**config.mk**
```make
export PLATFORM = sky130hd
export DESIGN_NAME = multimode_counter_24bit
export DESIGN_NICKNAME = d
export VERILOG_FILES = /design/src/counter_pkg.sv /design/src/pin_sync.sv /design/src/count_step.sv /design/src/multimode_counter.sv
export SDC_FILE = /design/constraint.sdc
export NUM_CORES = 1
export LEC_CHECK = 0
export BUFFER_PORTS_ARGS = -buffer_cell sky130_fd_sc_hd__buf_2
export CAP_MARGIN = 20
export CORE_ASPECT_RATIO = 0.9
export CORE_MARGIN = 5
export CORE_UTILIZATION = 55
export CTS_BUF_LIST = sky130_fd_sc_hd__clkbuf_2
export DETAILED_ROUTE_END_ITERATION = 8
export PLACE_DENSITY = 0.72
export SYNTH_ARGS = -nofsm -noshare
export SYNTH_HDL_FRONTEND = slang
export SYNTH_SLANG_ARGS = --single-unit
```
**constraint.sdc**
```tcl
create_clock -name ref_clk -period 3.3 [get_ports ref_clk]
set_clock_uncertainty 0.15 [all_clocks]
set_input_delay 0.165 -clock ref_clk [delete_from_list [all_inputs] [get_ports ref_clk]]
set_output_delay 0.165 -clock ref_clk [all_outputs]
set_load 0.01 [all_outputs]
```
**src/counter_pkg.sv**
```systemverilog
// Shared constants, field positions and types for the 24-bit multimode counter
// Overview of operation
// - Status read puts five bits on D0-D4
// - Toggles flip on underflow, overflow, preset match
// - Sign sets on underflow, clears on overflow/reset
// - Bit 4 shows quadrature direction, else one
// - Three preset bytes load counter at once
// - Snapshot captures counter, bytes read singly
// - Master bits: pointer, snapshot, clears, load
// - Master reset: preset and direction to ones, clear all else but the byte pointer
// - Input mode: up/down pair or count+direction
// - Input setup write steps counter once
// - Input setup bit gates external count inputs
// - Gate pin acts as reset or gate
// - Load pin loads counter or snapshot
// - Binary, BCD, divide-by-N, 24-hour select
// - Single-cycle mode inhibits after carry/borrow
// - Output select picks pulses, toggles, compare
// - Quadrature x4 counting, enabled by both bits
// - Control write: top two bits pick register
// - Data access uses byte pointer, status read
package counter_pkg;
    // Counter geometry
    localparam int CNT_W = 24;
    localparam int BYTE_W = 8;
    localparam int CTRL_W = 6;
    localparam int QUAD_W = 2;
    localparam int STATUS_W = 5;
    localparam int DIGITS = 6;
    localparam int HOUR_DIGIT = 4;
    // Reset and bound values
    localparam logic [CNT_W-1:0] LOAD_RESET = 24'hffffff;
    localparam logic [3:0] DIGIT_MAX = 4'h9;
    localparam logic [3:0] TENS_MAX = 4'h5;
    localparam logic [7:0] HOUR_MAX = 8'h23;
    localparam logic [1:0] PTR_LAST = 2'h2;
    // Control register select in data bits 7:6
    localparam int SEL_HI = 7;
    localparam int SEL_LO = 6;
    localparam logic [1:0] SEL_MASTER = 2'h0;
    localparam logic [1:0] SEL_INPUT = 2'h1;
    localparam logic [1:0] SEL_OUTPUT = 2'h2;
    localparam logic [1:0] SEL_QUAD = 2'h3;
    // Master command bits
    localparam int MC_PTR_CLR = 0;
    localparam int MC_SNAP = 1;
    localparam int MC_FLAG_CLR = 2;
    localparam int MC_LOAD = 3;
    localparam int MC_MATCH_CLR = 4;
    localparam int MC_MASTER_RST = 5;
    // Input setup bits
    localparam int IN_AB_MODE = 0;
    localparam int IN_INC = 1;
    localparam int IN_DEC = 2;
    localparam int IN_AB_EN = 3;
    localparam int IN_GATE_ROLE = 4;
    localparam int IN_LOAD_ROLE = 5;
    // Output/count setup bits
    localparam int OUT_BCD = 0;
    localparam int OUT_SINGLE = 1;
    localparam int OUT_DIVN = 2;
    localparam int OUT_HOUR = 3;
    localparam int OUT_SEL_LO = 4;
    localparam int OUT_SEL_HI = 5;
    // Quadrature enable bits
    localparam int QUAD_D0 = 0;
    localparam int QUAD_D1 = 1;
    // Status bit positions
    localparam int ST_BORROW_T = 0;
    localparam int ST_CARRY_T = 1;
    localparam int ST_MATCH_T = 2;
    localparam int ST_SIGN = 3;
    localparam int ST_DIR = 4;
    // Event output selection
    typedef enum logic [1:0] {EV_LOW_PULSE, EV_TOGGLES, EV_HIGH_PULSE, EV_COMPARE} event_sel_t;
endpackage

```
**src/pin_sync.sv**
```systemverilog
// Two-stage synchroniser for a group of asynchronous pins
`timescale 1ns/1ps
module pin_sync #(
    parameter int W = 8,
    parameter logic [W-1:0] RESET_VAL = '0
)(
    input wire logic ref_clk,
    input wire logic reset,
    input wire logic [W-1:0] pin_in,
    output logic [W-1:0] pin_sync_out
);
    logic [W-1:0] stage1_reg; // First stage, read only by second

    // Two flip-flops per pin
    always_ff @(posedge ref_clk)
    begin
        if (reset)
        begin
            stage1_reg <= RESET_VAL;
            pin_sync_out <= RESET_VAL;
        end
        else
        begin
            stage1_reg <= pin_in;
            pin_sync_out <= stage1_reg;
        end
    end
endmodule

```
**src/count_step.sv**
```systemverilog
// Next-value arithmetic for binary, BCD, 24-hour and divide-by-N counting
`timescale 1ns/1ps
module count_step #(
    parameter int W = counter_pkg::CNT_W
)(
    input wire logic [W-1:0] value,
    input wire logic [W-1:0] limit,
    input wire logic up,
    input wire logic dn,
    input wire logic bcd,
    input wire logic hour,
    input wire logic divn,
    output logic [W-1:0] next,
    output logic carry,
    output logic borrow
);
    // Largest digit value for a decimal position
    function automatic logic [3:0] digit_max(input int i, input logic hr);
        digit_max = (hr && (i % 2 == 1)) ? counter_pkg::TENS_MAX : counter_pkg::DIGIT_MAX;
    endfunction

    // Decimal increment, returns {carry, value}
    function automatic logic [W:0] dec_up(input logic [W-1:0] v, input logic hr);
        logic [W-1:0] r;
        logic c;
        logic [7:0] h;
        r = v;
        c = 1'b1;
        for (int i = 0; i < counter_pkg::DIGITS; i++)
        begin
            if (c && !(hr && i >= counter_pkg::HOUR_DIGIT))
            begin
                if (v[i*4 +: 4] >= digit_max(i, hr))
                    r[i*4 +: 4] = 4'h0;
                else
                begin
                    r[i*4 +: 4] = v[i*4 +: 4] + 4'h1;
                    c = 1'b0;
                end
            end
        end
        // Hours pair wraps after 23
        h = v[W-1 -: 8];
        if (c && hr)
        begin
            if (h >= counter_pkg::HOUR_MAX)
                r[W-1 -: 8] = 8'h00;
            else
            begin
                c = 1'b0;
                r[W-1 -: 8] = (h[3:0] >= counter_pkg::DIGIT_MAX) ? {h[7:4] + 4'h1, 4'h0} : h + 8'h01;
            end
        end
        dec_up = {c, r};
    endfunction

    // Decimal decrement, returns {borrow, value}
    function automatic logic [W:0] dec_down(input logic [W-1:0] v, input logic hr);
        logic [W-1:0] r;
        logic b;
        logic [7:0] h;
        r = v;
        b = 1'b1;
        for (int i = 0; i < counter_pkg::DIGITS; i++)
        begin
            if (b && !(hr && i >= counter_pkg::HOUR_DIGIT))
            begin
                if (v[i*4 +: 4] == 4'h0)
                    r[i*4 +: 4] = digit_max(i, hr);
                else
                begin
                    r[i*4 +: 4] = v[i*4 +: 4] - 4'h1;
                    b = 1'b0;
                end
            end
        end
        // Hours pair wraps below zero to 23
        h = v[W-1 -: 8];
        if (b && hr)
        begin
            if (h == 8'h00)
                r[W-1 -: 8] = counter_pkg::HOUR_MAX;
            else
            begin
                b = 1'b0;
                r[W-1 -: 8] = (h[3:0] == 4'h0) ? {h[7:4] - 4'h1, counter_pkg::DIGIT_MAX} : h - 8'h01;
            end
        end
        dec_down = {b, r};
    endfunction

    // One step in the selected mode, wrapping at its bounds
    always_comb
    begin
        next = value;
        carry = 1'b0;
        borrow = 1'b0;
        if (up && !dn)
        begin
            if (divn)
            begin
                carry = (value >= limit);
                next = carry ? '0 : value + 1'b1;
            end
            else if (bcd || hour)
                {carry, next} = dec_up(value, hour);
            else
            begin
                carry = &value;
                next = value + 1'b1;
            end
        end
        else if (dn && !up)
        begin
            borrow = (value == '0);
            if (divn)
                next = borrow ? limit : value - 1'b1;
            else if (bcd || hour)
                {borrow, next} = dec_down(value, hour);
            else
                next = value - 1'b1;
        end
    end
endmodule

```
**src/multimode_counter.sv**
```systemverilog
// Top level of the 24-bit multimode counter with its byte-wide processor port
`timescale 1ns/1ps
module multimode_counter_24bit #(
    parameter int CNT_W = counter_pkg::CNT_W
)(
    input wire logic ref_clk,
    input wire logic reset,
    input wire logic cs_n,
    input wire logic rd_n,
    input wire logic wr_n,
    input wire logic control_data_select,
    input wire logic [7:0] data_in,
    output logic [7:0] data_out,
    output logic data_oe,
    input wire logic count_a,
    input wire logic count_b,
    input wire logic gate_or_clear_pin_n,
    input wire logic load_select_pin_n,
    output logic overflow_out,
    output logic underflow_out
);
    // Synchronised pin images
    logic [15:0] pins_s;
    logic cs_s, rd_s, wr_s, cd_s, a_s, b_s, gate_s, load_s;
    logic [7:0] data_s;
    // Previous synchronised levels for edge detection
    logic wr_prev_reg, rd_prev_reg, a_prev_reg, b_prev_reg, load_prev_reg;
    // Register file
    logic [CNT_W-1:0] load_value_reg;
    logic [CNT_W-1:0] snapshot_reg;
    logic [CNT_W-1:0] count_core;
    logic [counter_pkg::CTRL_W-1:0] input_setup_reg;
    logic [counter_pkg::CTRL_W-1:0] output_count_setup_reg;
    logic [counter_pkg::QUAD_W-1:0] quad_enable_reg;
    logic [1:0] byte_ptr_reg;
    // Status flags
    logic underflow_toggle, overflow_toggle, match_toggle, sign_reg, dir_reg;
    logic [counter_pkg::STATUS_W-1:0] status_flags;
    // Counting state
    logic inhibit_reg;
    logic match_prev_reg;
    // Decoded events
    logic wr_done, rd_done, ctl_wr, data_wr;
    logic [1:0] ctl_sel;
    logic master_wr, input_wr, output_wr, quad_wr, master_rst;
    logic load_pin_fall, load_evt, snap_evt, clear_evt;
    logic quad_on, ext_en, ext_clear, a_rise, b_rise, quad_chg, quad_up;
    logic up_ext, dn_ext, step_up, step_dn;
    logic [CNT_W-1:0] step_next;
    logic step_carry, step_borrow, carry_evt, borrow_evt, cmp_eq;
    counter_pkg::event_sel_t ev_sel;

    // Every pin passes two flip-flops; strobes and active-low pins idle high, no false edge after reset
    pin_sync #(
        .W(16),
        .RESET_VAL(16'hf300)
    ) u_sync (
        .ref_clk(ref_clk),
        .reset(reset),
        .pin_in({cs_n, rd_n, wr_n, control_data_select, count_a, count_b, gate_or_clear_pin_n,
                 load_select_pin_n, data_in}),
        .pin_sync_out(pins_s)
    );
    assign {cs_s, rd_s, wr_s, cd_s, a_s, b_s, gate_s, load_s, data_s} = pins_s;

    // Edge history of the synchronised strobes and count inputs
    always_ff @(posedge ref_clk)
    begin
        if (reset)
        begin
            wr_prev_reg <= 1'b1;
            rd_prev_reg <= 1'b1;
            a_prev_reg <= 1'b0;
            b_prev_reg <= 1'b0;
            load_prev_reg <= 1'b1;
        end
        else
        begin
            wr_prev_reg <= wr_s;
            rd_prev_reg <= rd_s;
            a_prev_reg <= a_s;
            b_prev_reg <= b_s;
            load_prev_reg <= load_s;
        end
    end

    // Bus decode: accesses complete at the rising end of the strobe
    assign wr_done = wr_s & ~wr_prev_reg & ~cs_s;
    assign rd_done = rd_s & ~rd_prev_reg & ~cs_s & ~cd_s;
    assign ctl_wr = wr_done & cd_s;
    assign data_wr = wr_done & ~cd_s;
    assign ctl_sel = data_s[counter_pkg::SEL_HI:counter_pkg::SEL_LO];
    assign master_wr = ctl_wr && (ctl_sel == counter_pkg::SEL_MASTER);
    assign input_wr = ctl_wr && (ctl_sel == counter_pkg::SEL_INPUT);
    assign output_wr = ctl_wr && (ctl_sel == counter_pkg::SEL_OUTPUT);
    assign quad_wr = ctl_wr && (ctl_sel == counter_pkg::SEL_QUAD);
    assign master_rst = master_wr & data_s[counter_pkg::MC_MASTER_RST];

    // Load pin role and command sources
    assign load_pin_fall = ~load_s & load_prev_reg;
    assign load_evt = (master_wr & data_s[counter_pkg::MC_LOAD])
                      | (load_pin_fall & ~input_setup_reg[counter_pkg::IN_LOAD_ROLE]);
    assign snap_evt = (master_wr & data_s[counter_pkg::MC_SNAP])
                      | (load_pin_fall & input_setup_reg[counter_pkg::IN_LOAD_ROLE]);

    // Gate pin role: active-low reset or active-low enable gate
    assign ext_clear = ~input_setup_reg[counter_pkg::IN_GATE_ROLE] & ~gate_s;
    assign ext_en = input_setup_reg[counter_pkg::IN_AB_EN]
                    & (~input_setup_reg[counter_pkg::IN_GATE_ROLE] | ~gate_s);
    assign clear_evt = master_rst | ext_clear;

    // Count input decode, normal and x4 quadrature
    assign quad_on = quad_enable_reg[counter_pkg::QUAD_D0] & quad_enable_reg[counter_pkg::QUAD_D1];
    assign a_rise = a_s & ~a_prev_reg;
    assign b_rise = b_s & ~b_prev_reg;
    assign quad_chg = (a_s ^ a_prev_reg) ^ (b_s ^ b_prev_reg);
    assign quad_up = a_s ^ b_prev_reg;

    always_comb
    begin
        up_ext = 1'b0;
        dn_ext = 1'b0;
        if (quad_on)
        begin
            // One count per edge of either input
            up_ext = quad_chg & quad_up;
            dn_ext = quad_chg & ~quad_up;
        end
        else if (input_setup_reg[counter_pkg::IN_AB_MODE])
        begin
            // First input counts, second gives direction
            up_ext = a_rise & ~b_s;
            dn_ext = a_rise & b_s;
        end
        else
        begin
            // Separate up and down inputs
            up_ext = a_rise;
            dn_ext = b_rise;
        end
    end

    // Count requests from pins and single-step writes
    assign step_up = ~inhibit_reg & ((ext_en & up_ext) | (input_wr & data_s[counter_pkg::IN_INC]));
    assign step_dn = ~inhibit_reg & ((ext_en & dn_ext) | (input_wr & data_s[counter_pkg::IN_DEC]));

    // Mode arithmetic
    count_step #(
        .W(CNT_W)
    ) u_step (
        .value(count_core),
        .limit(load_value_reg),
        .up(step_up),
        .dn(step_dn),
        .bcd(output_count_setup_reg[counter_pkg::OUT_BCD]),
        .hour(output_count_setup_reg[counter_pkg::OUT_HOUR]),
        .divn(output_count_setup_reg[counter_pkg::OUT_DIVN]),
        .next(step_next),
        .carry(step_carry),
        .borrow(step_borrow)
    );

    // Carry or borrow only when the step actually lands
    assign carry_evt = step_carry & ~clear_evt & ~load_evt;
    assign borrow_evt = step_borrow & ~clear_evt & ~load_evt;
    assign cmp_eq = (count_core == load_value_reg);

    // Counter: reset, then load, then step
    always_ff @(posedge ref_clk)
    begin
        if (reset || clear_evt)
            count_core <= '0;
        else if (load_evt)
            count_core <= load_value_reg;
        else
            count_core <= step_next;
    end

    // Single-cycle inhibit after the first carry or borrow
    always_ff @(posedge ref_clk)
    begin
        if (reset || clear_evt || load_evt)
            inhibit_reg <= 1'b0;
        else if (output_count_setup_reg[counter_pkg::OUT_SINGLE] && (carry_evt || borrow_evt))
            inhibit_reg <= 1'b1;
    end

    // Preset bytes written through the byte pointer
    always_ff @(posedge ref_clk)
    begin
        if (reset || master_rst)
            load_value_reg <= counter_pkg::LOAD_RESET;
        else if (data_wr)
            load_value_reg[byte_ptr_reg*counter_pkg::BYTE_W +: counter_pkg::BYTE_W] <= data_s;
    end

    // Snapshot of the counter
    always_ff @(posedge ref_clk)
    begin
        if (reset || master_rst)
            snapshot_reg <= '0;
        else if (snap_evt)
            snapshot_reg <= count_core;
    end

    // Byte pointer: cleared by command, advanced by data accesses
    always_ff @(posedge ref_clk)
    begin
        if (reset || (master_wr && data_s[counter_pkg::MC_PTR_CLR]))
            byte_ptr_reg <= 2'h0;
        else if (data_wr || rd_done)
            byte_ptr_reg <= (byte_ptr_reg == counter_pkg::PTR_LAST) ? 2'h0 : byte_ptr_reg + 2'h1;
    end

    // Control registers, all cleared by master reset
    always_ff @(posedge ref_clk)
    begin
        if (reset || master_rst)
        begin
            input_setup_reg <= '0;
            output_count_setup_reg <= '0;
            quad_enable_reg <= '0;
        end
        else
        begin
            if (input_wr)
                input_setup_reg <= data_s[counter_pkg::CTRL_W-1:0];
            if (output_wr)
                output_count_setup_reg <= data_s[counter_pkg::CTRL_W-1:0];
            if (quad_wr)
                quad_enable_reg <= data_s[counter_pkg::QUAD_W-1:0];
        end
    end

    // Underflow and overflow toggles; an event beats a same-cycle clear
    always_ff @(posedge ref_clk)
    begin
        if (reset || master_rst)
        begin
            underflow_toggle <= 1'b0;
            overflow_toggle <= 1'b0;
        end
        else if (master_wr && data_s[counter_pkg::MC_FLAG_CLR])
        begin
            underflow_toggle <= borrow_evt;
            overflow_toggle <= carry_evt;
        end
        else
        begin
            underflow_toggle <= underflow_toggle ^ borrow_evt;
            overflow_toggle <= overflow_toggle ^ carry_evt;
        end
    end

    // Sign flag
    always_ff @(posedge ref_clk)
    begin
        if (reset || clear_evt)
            sign_reg <= 1'b0;
        else if (borrow_evt)
            sign_reg <= 1'b1;
        else if (carry_evt || (master_wr && data_s[counter_pkg::MC_FLAG_CLR]))
            sign_reg <= 1'b0;
    end

    // Match toggle on each new equality with the preset
    always_ff @(posedge ref_clk)
    begin
        if (reset || master_rst)
        begin
            match_toggle <= 1'b0;
            match_prev_reg <= 1'b0;
        end
        else
        begin
            match_prev_reg <= cmp_eq;
            if (master_wr && data_s[counter_pkg::MC_MATCH_CLR])
                match_toggle <= cmp_eq & ~match_prev_reg;
            else if (cmp_eq && !match_prev_reg)
                match_toggle <= ~match_toggle;
        end
    end

    // Quadrature direction indicator
    always_ff @(posedge ref_clk)
    begin
        if (reset || master_rst)
            dir_reg <= 1'b1;
        else if (quad_on && quad_chg)
            dir_reg <= quad_up;
    end

    // Status word
    always_comb
    begin
        status_flags = '0;
        status_flags[counter_pkg::ST_BORROW_T] = underflow_toggle;
        status_flags[counter_pkg::ST_CARRY_T] = overflow_toggle;
        status_flags[counter_pkg::ST_MATCH_T] = match_toggle;
        status_flags[counter_pkg::ST_SIGN] = sign_reg;
        status_flags[counter_pkg::ST_DIR] = quad_on ? dir_reg : 1'b1;
    end

    // Read data path, driven while chip select and read are low
    always_ff @(posedge ref_clk)
    begin
        if (reset)
        begin
            data_oe <= 1'b0;
            data_out <= 8'h00;
        end
        else
        begin
            data_oe <= ~cs_s & ~rd_s;
            if (cd_s)
                data_out <= {{(8-counter_pkg::STATUS_W){1'b0}}, status_flags};
            else
                data_out <= snapshot_reg[byte_ptr_reg*counter_pkg::BYTE_W +: counter_pkg::BYTE_W];
        end
    end

    // Event output selection
    assign ev_sel = counter_pkg::event_sel_t'(output_count_setup_reg[counter_pkg::OUT_SEL_HI:counter_pkg::OUT_SEL_LO]);

    always_ff @(posedge ref_clk)
    begin
        if (reset)
        begin
            overflow_out <= 1'b1;
            underflow_out <= 1'b1;
        end
        else
        begin
            unique case (ev_sel)
                counter_pkg::EV_LOW_PULSE:
                begin
                    overflow_out <= ~carry_evt;
                    underflow_out <= ~borrow_evt;
                end
                counter_pkg::EV_TOGGLES:
                begin
                    overflow_out <= overflow_toggle;
                    underflow_out <= underflow_toggle;
                end
                counter_pkg::EV_HIGH_PULSE:
                begin
                    overflow_out <= carry_evt;
                    underflow_out <= borrow_evt;
                end
                counter_pkg::EV_COMPARE:
                begin
                    overflow_out <= ~cmp_eq;
                    underflow_out <= match_toggle;
                end
            endcase
        end
    end
endmodule

```
==> metrics.txt, run 1 <==
run status=complete, no violations; clock tree from TritonCTS=done; reg-to-reg setup timing slack=0.11 ns; critical path fanouts, max=6; number of warning messages in the yosys log=0; area growth from synthesis to layout=16.4%; drt first-iter violations=1338; final slew viol count=0; sequential element share of the synthesized area=30.8%; initial core utilization=56.5%; worst slack at placement=0.123 ns; Tcrit/Tclk final=96.7%; Clk Latency, worst-skew pair=0.71 ns; count of clock tree sinks=141; wire length of the first global-routing pass=50300 um; DIE HEIGHT=133 um; Rows=44; router iterations before antenna repair=7; worst max-slew margin expressed relative to the limit=55.1%; leak pwr=4.60 nW; number of non-filler instances in the completed layout=1495; number of antenna violations at the first check in global routing=0; Post-Syn Area=9170 um2; total power density per cell area=345 nW/um2; kind of capture point of the worst setup path=register; Max Clock Freq=313 MHz; number of cells after detailed placement=1424; CTS max path bufs=2; Core Area=16200 um2; pin count of the biggest net entering global routing=41; count of buffers from port buffering=28; HPWL after DPL=22900 um; aggregate negative setup slack=0 ns; mean number of vias per cell=6.41; total number of vias=9580; required time at the worst-slack endpoint=3.78 ns; category of the most critical setup path=register to register; Post-Synthesis Cells=1165; Main synth FF type=sky130_fd_sc_hd__dfxtp_1; number of nets in the final layout=1351; total CTS buffers=17; syn_nets=1242; time the worst path needs with I/O delays and setup=3.19 ns; via count of the first global-routing pass=9012; startpoint class of the critical path=register; detailed-route wire length=32100 um; smallest setup slack after layout=0.110 ns; final design utilization=65.8%; library cells used by synthesis=90; Hold Vio Cnt, Final=0; number of antenna-violating nets in the routed design=0; number of violations of the max-capacitance limit=0; total routing usage reported by global routing=32.3%; number of enable flip-flop cells after synthesis=0; Congestion Overflow GR=0; clock transition at the register clock pins on the worst setup and hold paths after CTS=0.27 ns; wire length per cell after detailed routing=21.5 um; fraction of layout instances using a drive strength above 1=17.3%; die area=19400 um2; highest ir drop seen on vdd=0.259 mV; clock tree root buffer cell=sky130_fd_sc_hd__clkbuf_2; DRC=0; WP data arrival=3.67 ns; horizontal extent of the die=146 um; H-Tree Depth=4; number of endpoints failing setup at the final stage=0; worst hold path class=input port to register; share of flip-flops with an asynchronous set or reset after synthesis=0%; top-level port count=29; average footprint of a synthesized cell=7.87 um2; Slew @ Worst Pin=0.673 ns; Synth Register Bits=141; unrepaired setup endpoints after global routing=no; routability cong.=1.02
## worst paths after layout
path	startpoint	to	cells past startpoint
worst max-delay path	load_value_reg[1]$_SDFFE_PP1P_	count_core[2]$_SDFFE_PP0P_	12
worst min-delay path	reset	u_sync.pin_sync_out[10]$_SDFF_PP0_	3
worst max register to register	load_value_reg[1]$_SDFFE_PP1P_	count_core[2]$_SDFFE_PP0P_	12
worst min register to register	u_sync.stage1_reg[15]$_SDFF_PP1_	u_sync.pin_sync_out[15]$_SDFF_PP1_	1
## cell usage in the layout (no fill, tap or decap), drive strengths merged, types with 17 or more instances in the layout
master,n
dlygate4sd3,36
dfxtp,141
nand4,43
buf,132
o21ai,61
nor2,67
a21oi,87
nand2,160
ha,59
nand3,51
o211ai,20
nor3,25
nor2b,37
clkbuf,17
inv,65
xnor2,28
## cell type report
type	instances	area, um2
Antenna cell	1	2.50
Clock buffer	17	85.1
Clock inverter	15	171
Fill cell	1382	5560
Inverter	56	210
Multi-Input combinational cell	890	5820
Sequential cell	141	2830
Tap cell	207	259
Timing Repair Buffer	168	1310
## through the flow
step / total power, W / area, um2 / hold slack [ns]
final: 0.00369 / 10700 / 0.274
after global routing: 0.00383 / 10700 / 0.257
after CTS: 0.00366 / 10600 / 0.228
after detailed placement: 0.00256 / 10000 / 0.201
after global placement: 0.00255 / 10000 / 0.197
after floorplan: 0.00232 / 9170 / 0.119
## cell usage after synthesis (all sizes together) (8+ instances only)
library cell  count  share of area (%)
o221ai            9               0.86
clkbuf           46                1.9
o211ai           20                1.7
nand4            43                2.9
a21oi            87                4.9
o31ai            10               0.97
nor2             67                2.7
o21ai            61                3.4
and2              8               0.55
nor3b            15                1.3
or2              16                1.1
and3              8               0.55
nand2           160                6.6
nor4             12                1.1
a31oi            11               0.75
nand3            51                2.8
xnor2            28                2.7
nor3             25                1.5
mux2i            16                1.7
mux2              9                1.1
buf              32                1.8
a221oi           11                1.1
dfxtp           141                 31
a211oi           15                1.4
nor2b            37                2.5
inv              55                2.3
xor2              8               0.85
ha               59                8.0
## routing by layer
layer,share of wire (%),GRT usage (%),wire (um)
met1,42,45.2,13500
met5,0,0,0
met3,11,6.09,3450
met4,2.6,9.87,847
met2,45,50.9,14300
## cells by family after synthesis
group | after synthesis | synth area share, %
flip-flops | 141 | 30.8
adder cells (fa/ha/maj) | 59 | 8.05
AO/OA/AOI/OAI | 297 | 22.3
multiplexers | 25 | 2.89
AND/OR/NAND/NOR | 473 | 26.6
buffers and inverters | 134 | 5.96
XOR/XNOR | 36 | 3.52
## what timing repair did
item | in CTS | in global routing
hold endpoints to repair | 40 | 0
setup buffers | 0 | 2
hold buffers | 36 | 0
setup endpoints to repair | 0 | 18
resized for setup | 0 | 6
## report_power, final
part,switching [W],leakage [nW],total [W],internal [W]
Combinational,0.000459,3.30,0.000810,0.000351
Clock,0.000773,0.158,0.00110,0.000323
Sequential,0.0000381,1.15,0.00178,0.00175
Total,0.00127,4.60,0.00369,0.00242
## worst max-delay path: stages (launching register included)
cell and delay (ns):
sky130_fd_sc_hd__dfxtp_1 0.46, sky130_fd_sc_hd__inv_1 0.09, sky130_fd_sc_hd__ha_1 0.31, sky130_fd_sc_hd__nor2b_1 0.13, sky130_fd_sc_hd__o211a_1 0.24, sky130_fd_sc_hd__o311ai_1 0.34
sky130_fd_sc_hd__buf_4 0.17, sky130_fd_sc_hd__nand4b_1 0.15, sky130_fd_sc_hd__buf_4 0.21, sky130_fd_sc_hd__o21ai_0 0.20, sky130_fd_sc_hd__nand2_1 0.18, sky130_fd_sc_hd__o221a_2 0.33
sky130_fd_sc_hd__o22ai_1 0.16
Power figures use the tool's default switching activity.
==> run 2: changes to the inputs <==
Settings changed: ABC_AREA set to 1, RECOVER_POWER set to 50.
==> metrics.txt, run 2 <==
run status=finished, violations left; violations in the final reports=max-capacitance violations, max-slew violations; count of buffers from port buffering=28 (unchanged); number of antenna violations at the first check in global routing=2 (+2); syn_nets=1623 (+31%); critical path fanouts, max=9 (+3); most frequent cell after synthesis=sky130_fd_sc_hd__nand2_1; worst slack at placement=0.296 ns (+0.173 ns); Post-Syn Area=9840 um2 (+7.3%); average footprint of a synthesized cell=6.37 um2 (-19%); H-Tree Depth=4 (unchanged); leak pwr=5.43 nW (+18%); kind of capture point of the worst setup path=register; number of non-filler instances in the completed layout=1888 (+26%); switching power share of the total=39.3% (+4.9 points); count of clock tree sinks=141 (unchanged); total power density per cell area=351 nW/um2 (+1.7%); number of cells after detailed placement=1806 (+27%); Max Clock Freq=317 MHz (+1.1%); Sw Pwr=0.00154 W (+21%); horizontal extent of the die=151 um (+3.3%); wire length per cell after detailed routing=19.5 um (-9.3%); highest ir drop seen on vdd=0.252 mV (-2.4%); Congestion Overflow GR=0 (unchanged); number of antenna-violating nets in the routed design=0 (unchanged); standard cell with the maximum stage delay on the critical path=sky130_fd_sc_hd__dfxtp_1; area growth from synthesis to layout=13.2%; Post-Synthesis Cells=1546 (+33%); Core Area=17600 um2 (+8.4%); drt first-iter violations=1524 (+14%); kind of cell adding the most delay to the critical path=simple AND/OR/NAND/NOR gates; fraction of layout instances using a drive strength above 1=10.2% (-7.1 points); smallest setup slack after layout=0.145 ns (+0.0349 ns); WP data arrival=3.70 ns (+0.03 ns); CTS max path bufs=2 (unchanged); DRC=0 (unchanged); category of the most critical setup path=register to register; hold depth=2 (-1); sequential element share of the synthesized area=28.7% (-2.1 points); required time at the worst-slack endpoint=3.84 ns (+0.06 ns); initial core utilization=55.9% (-0.60 points); DIE HEIGHT=137 um (+3.3%); share of power burned in combinational logic=25.3% (+3.4 points); router iterations before antenna repair=6 (-1); internal power summed over all cells=0.00237 W (-1.9%); Rows=46 (+4.5%); number of enable flip-flop cells after synthesis=0 (unchanged); reg-to-reg setup timing slack=0.14 ns (+0.03 ns); number of buffer and inverter instances along the worst setup path=2 (-1); die area=20700 um2 (+6.8%); cells traversed along the worst timing path=inv_1, ha_1, inv_1, nor2_1, a21oi_1, nand2_1, nor2_1, nand3_1, nor2_1, nand2_1, nand2_1, nand4_4, a21oi_1, nand3_1; final slew viol count=69 (+69); unrepaired setup endpoints after global routing=no; mean number of vias per cell=5.77 (-9.9%); Main synth FF type=sky130_fd_sc_hd__dfxtp_1; aggregate negative setup slack=0 ns (unchanged); largest cells by area after synthesis=sky130_fd_sc_hd__dfxtp_1 (29%), sky130_fd_sc_hd__nand2_1 (14%), sky130_fd_sc_hd__nor2_1 (8.1%); cells on worst reg2reg path=14 (+2); endpoint of the worst hold path=u_sync.pin_sync_out[6]$_SDFF_PP0_; Tcrit/Tclk final=95.6% (-1.1 points); routability cong.=1.05 (+2.6%); Hold Startpoint=u_sync.stage1_reg[6]$_SDFF_PP0_; Flop pwr share=45.8% (-2.6 points); Reg-to-Reg Start=count_core[0]$_SDFFE_PP0P_; number of warning messages in the yosys log=0 (unchanged); total number of vias=10900 (+14%); share of flip-flops with an asynchronous set or reset after synthesis=0% (unchanged); clock tree from TritonCTS=done; top-level port count=29 (unchanged); startpoint class of the critical path=register; library cells used by synthesis=49 (-46%); Slowest Stage Delay on Critical Path=0.51 ns (+0.05 ns); number of endpoints failing setup at the final stage=0 (unchanged); via count of the first global-routing pass=9967 (+11%); HPWL after DPL=27100 um (+18%); cell type with the largest total area after synthesis=sky130_fd_sc_hd__dfxtp_1; wire length of the first global-routing pass=56300 um (+12%); Slew @ Worst Pin=1.61 ns (+0.936 ns); total routing usage reported by global routing=36.0% (+3.6 points); post-CTS setup buffers=0 (unchanged); number of nets in the final layout=1711 (+27%); top cell type's share of synthesized area=28.7% (-2.1 points); Hold Vio Cnt, Final=0 (unchanged); most common cell after layout, fill and taps aside=sky130_fd_sc_hd__nand2_1; clock share of power=28.9% (-0.8 points); clock transition at the register clock pins on the worst setup and hold paths after CTS=0.29 ns (+0.02 ns); clock tree root buffer cell=sky130_fd_sc_hd__clkbuf_2; detailed-route wire length=36800 um (+15%); time the worst path needs with I/O delays and setup=3.16 ns (-0.0349 ns); Synth Register Bits=141 (unchanged); cell types with the highest counts after synthesis=sky130_fd_sc_hd__nand2_1 (375), sky130_fd_sc_hd__nor2_1 (212), sky130_fd_sc_hd__inv_1 (168); total CTS buffers=17 (unchanged); pin count of the biggest net entering global routing=49 (+20%); number of violations of the max-capacitance limit=2 (+2); worst max-slew margin expressed relative to the limit=-7.28% (-62 points); commonest cells after routing, fill and taps aside=sky130_fd_sc_hd__nand2_1 (375), sky130_fd_sc_hd__nor2_1 (212), sky130_fd_sc_hd__inv_1 (168); terminus of the critical flop-to-flop path=overflow_out$_SDFF_PP1_; Clk Latency, worst-skew pair=0.81 ns (+0.10 ns); worst hold path class=register to register
==> run 2: cell count changes after synthesis, sizes merged, moves of 27 or more <==
cell	previous run	this run
xor2	8	35
nor2	67	231
inv	55	178
nand3	51	135
nand2	160	385
o21ai	61	103
nor2b	37	0
==> run 2: cells by family after synthesis <==
kind of cell               share of synthesized area [%]
adders and majority gates                           7.50
AOI/OAI and AO/OA                                   14.0
DFF                                                 28.7
and+or+nand+nor                                     36.5
xor gates and xnor gates                            3.38
buffers and inverters                               9.92
==> run 2: cell type report <==
cell class | instances | area [um2]
Tap cell | 240 | 300
Inverter | 185 | 699
Sequential cell | 141 | 2820
Multi-Input combinational cell | 1162 | 6040
Fill cell | 1684 | 6470
Clock inverter | 15 | 188
Antenna cell | 1 | 2.50
Timing Repair Buffer | 127 | 997
Clock buffer | 17 | 85.1
==> run 2: worst max-delay path by stage <==
stage / from / endpoint / cells after the start
finish: count_core[0]$_SDFFE_PP0P_ / overflow_out$_SDFF_PP1_ / 14
global route: count_core[8]$_SDFFE_PP0P_ / count_core[22]$_SDFFE_PP0P_ / 14
CTS: count_core[21]$_SDFFE_PP0P_ / count_core[1]$_SDFFE_PP0P_ / 16
detailed placement: count_core[21]$_SDFFE_PP0P_ / count_core[2]$_SDFFE_PP0P_ / 16
global placement: count_core[21]$_SDFFE_PP0P_ / count_core[1]$_SDFFE_PP0P_ / 14
floorplan: count_core[4]$_SDFFE_PP0P_ / count_core[18]$_SDFFE_PP0P_ / 17
==> run 2: power groups by stage <==
| stage | combinational [W] | clock, W | sequential (W) |
|---|---|---|---|
| floorplan | 0.000644 | 0 | 0.00180 |
| global placement | 0.000904 | 0 | 0.00182 |
| detailed placement | 0.000905 | 0 | 0.00182 |
| CTS | 0.000952 | 0.00113 | 0.00179 |
| global route | 0.00108 | 0.00122 | 0.00180 |
| finish | 0.000988 | 0.00113 | 0.00179 |
==> run 2: through the flow <==
stage               instance area [um2]  util (%)  total power (W)  hold slack (ns)
floorplan                          9840         -          0.00244            0.119
global placement                  10400      59.1          0.00272            0.197
detailed placement                10400      59.1          0.00273            0.200
CTS                               11200      63.4          0.00387            0.224
global route                      11100      63.2          0.00410            0.286
finish                            11100      63.2          0.00391            0.264
==> run 2: routing by layer <==
metal	up-vias	part of all wire, %	global-route usage [%]
met3	101	11	7.88
li1	5173	-	-
met2	631	42	53.1
met1	4989	43	50.1
met4	2	4.4	16.6
met5	-	0.035	0
==> run 2: worst min-delay path: cells and delay by family, from the launching register on <==
family | cells | cell delay [ns]
flops | 1 | 0.36
simple gates | 1 | 0.03
buf+inv | 1 | 0.04
==> run 2: timing repair <==
item                       in CTS  in global routing
setup endpoints to repair       0                  1
hold endpoints to repair       40                  0
hold buffers                   49                  0
resized for setup               0                  2
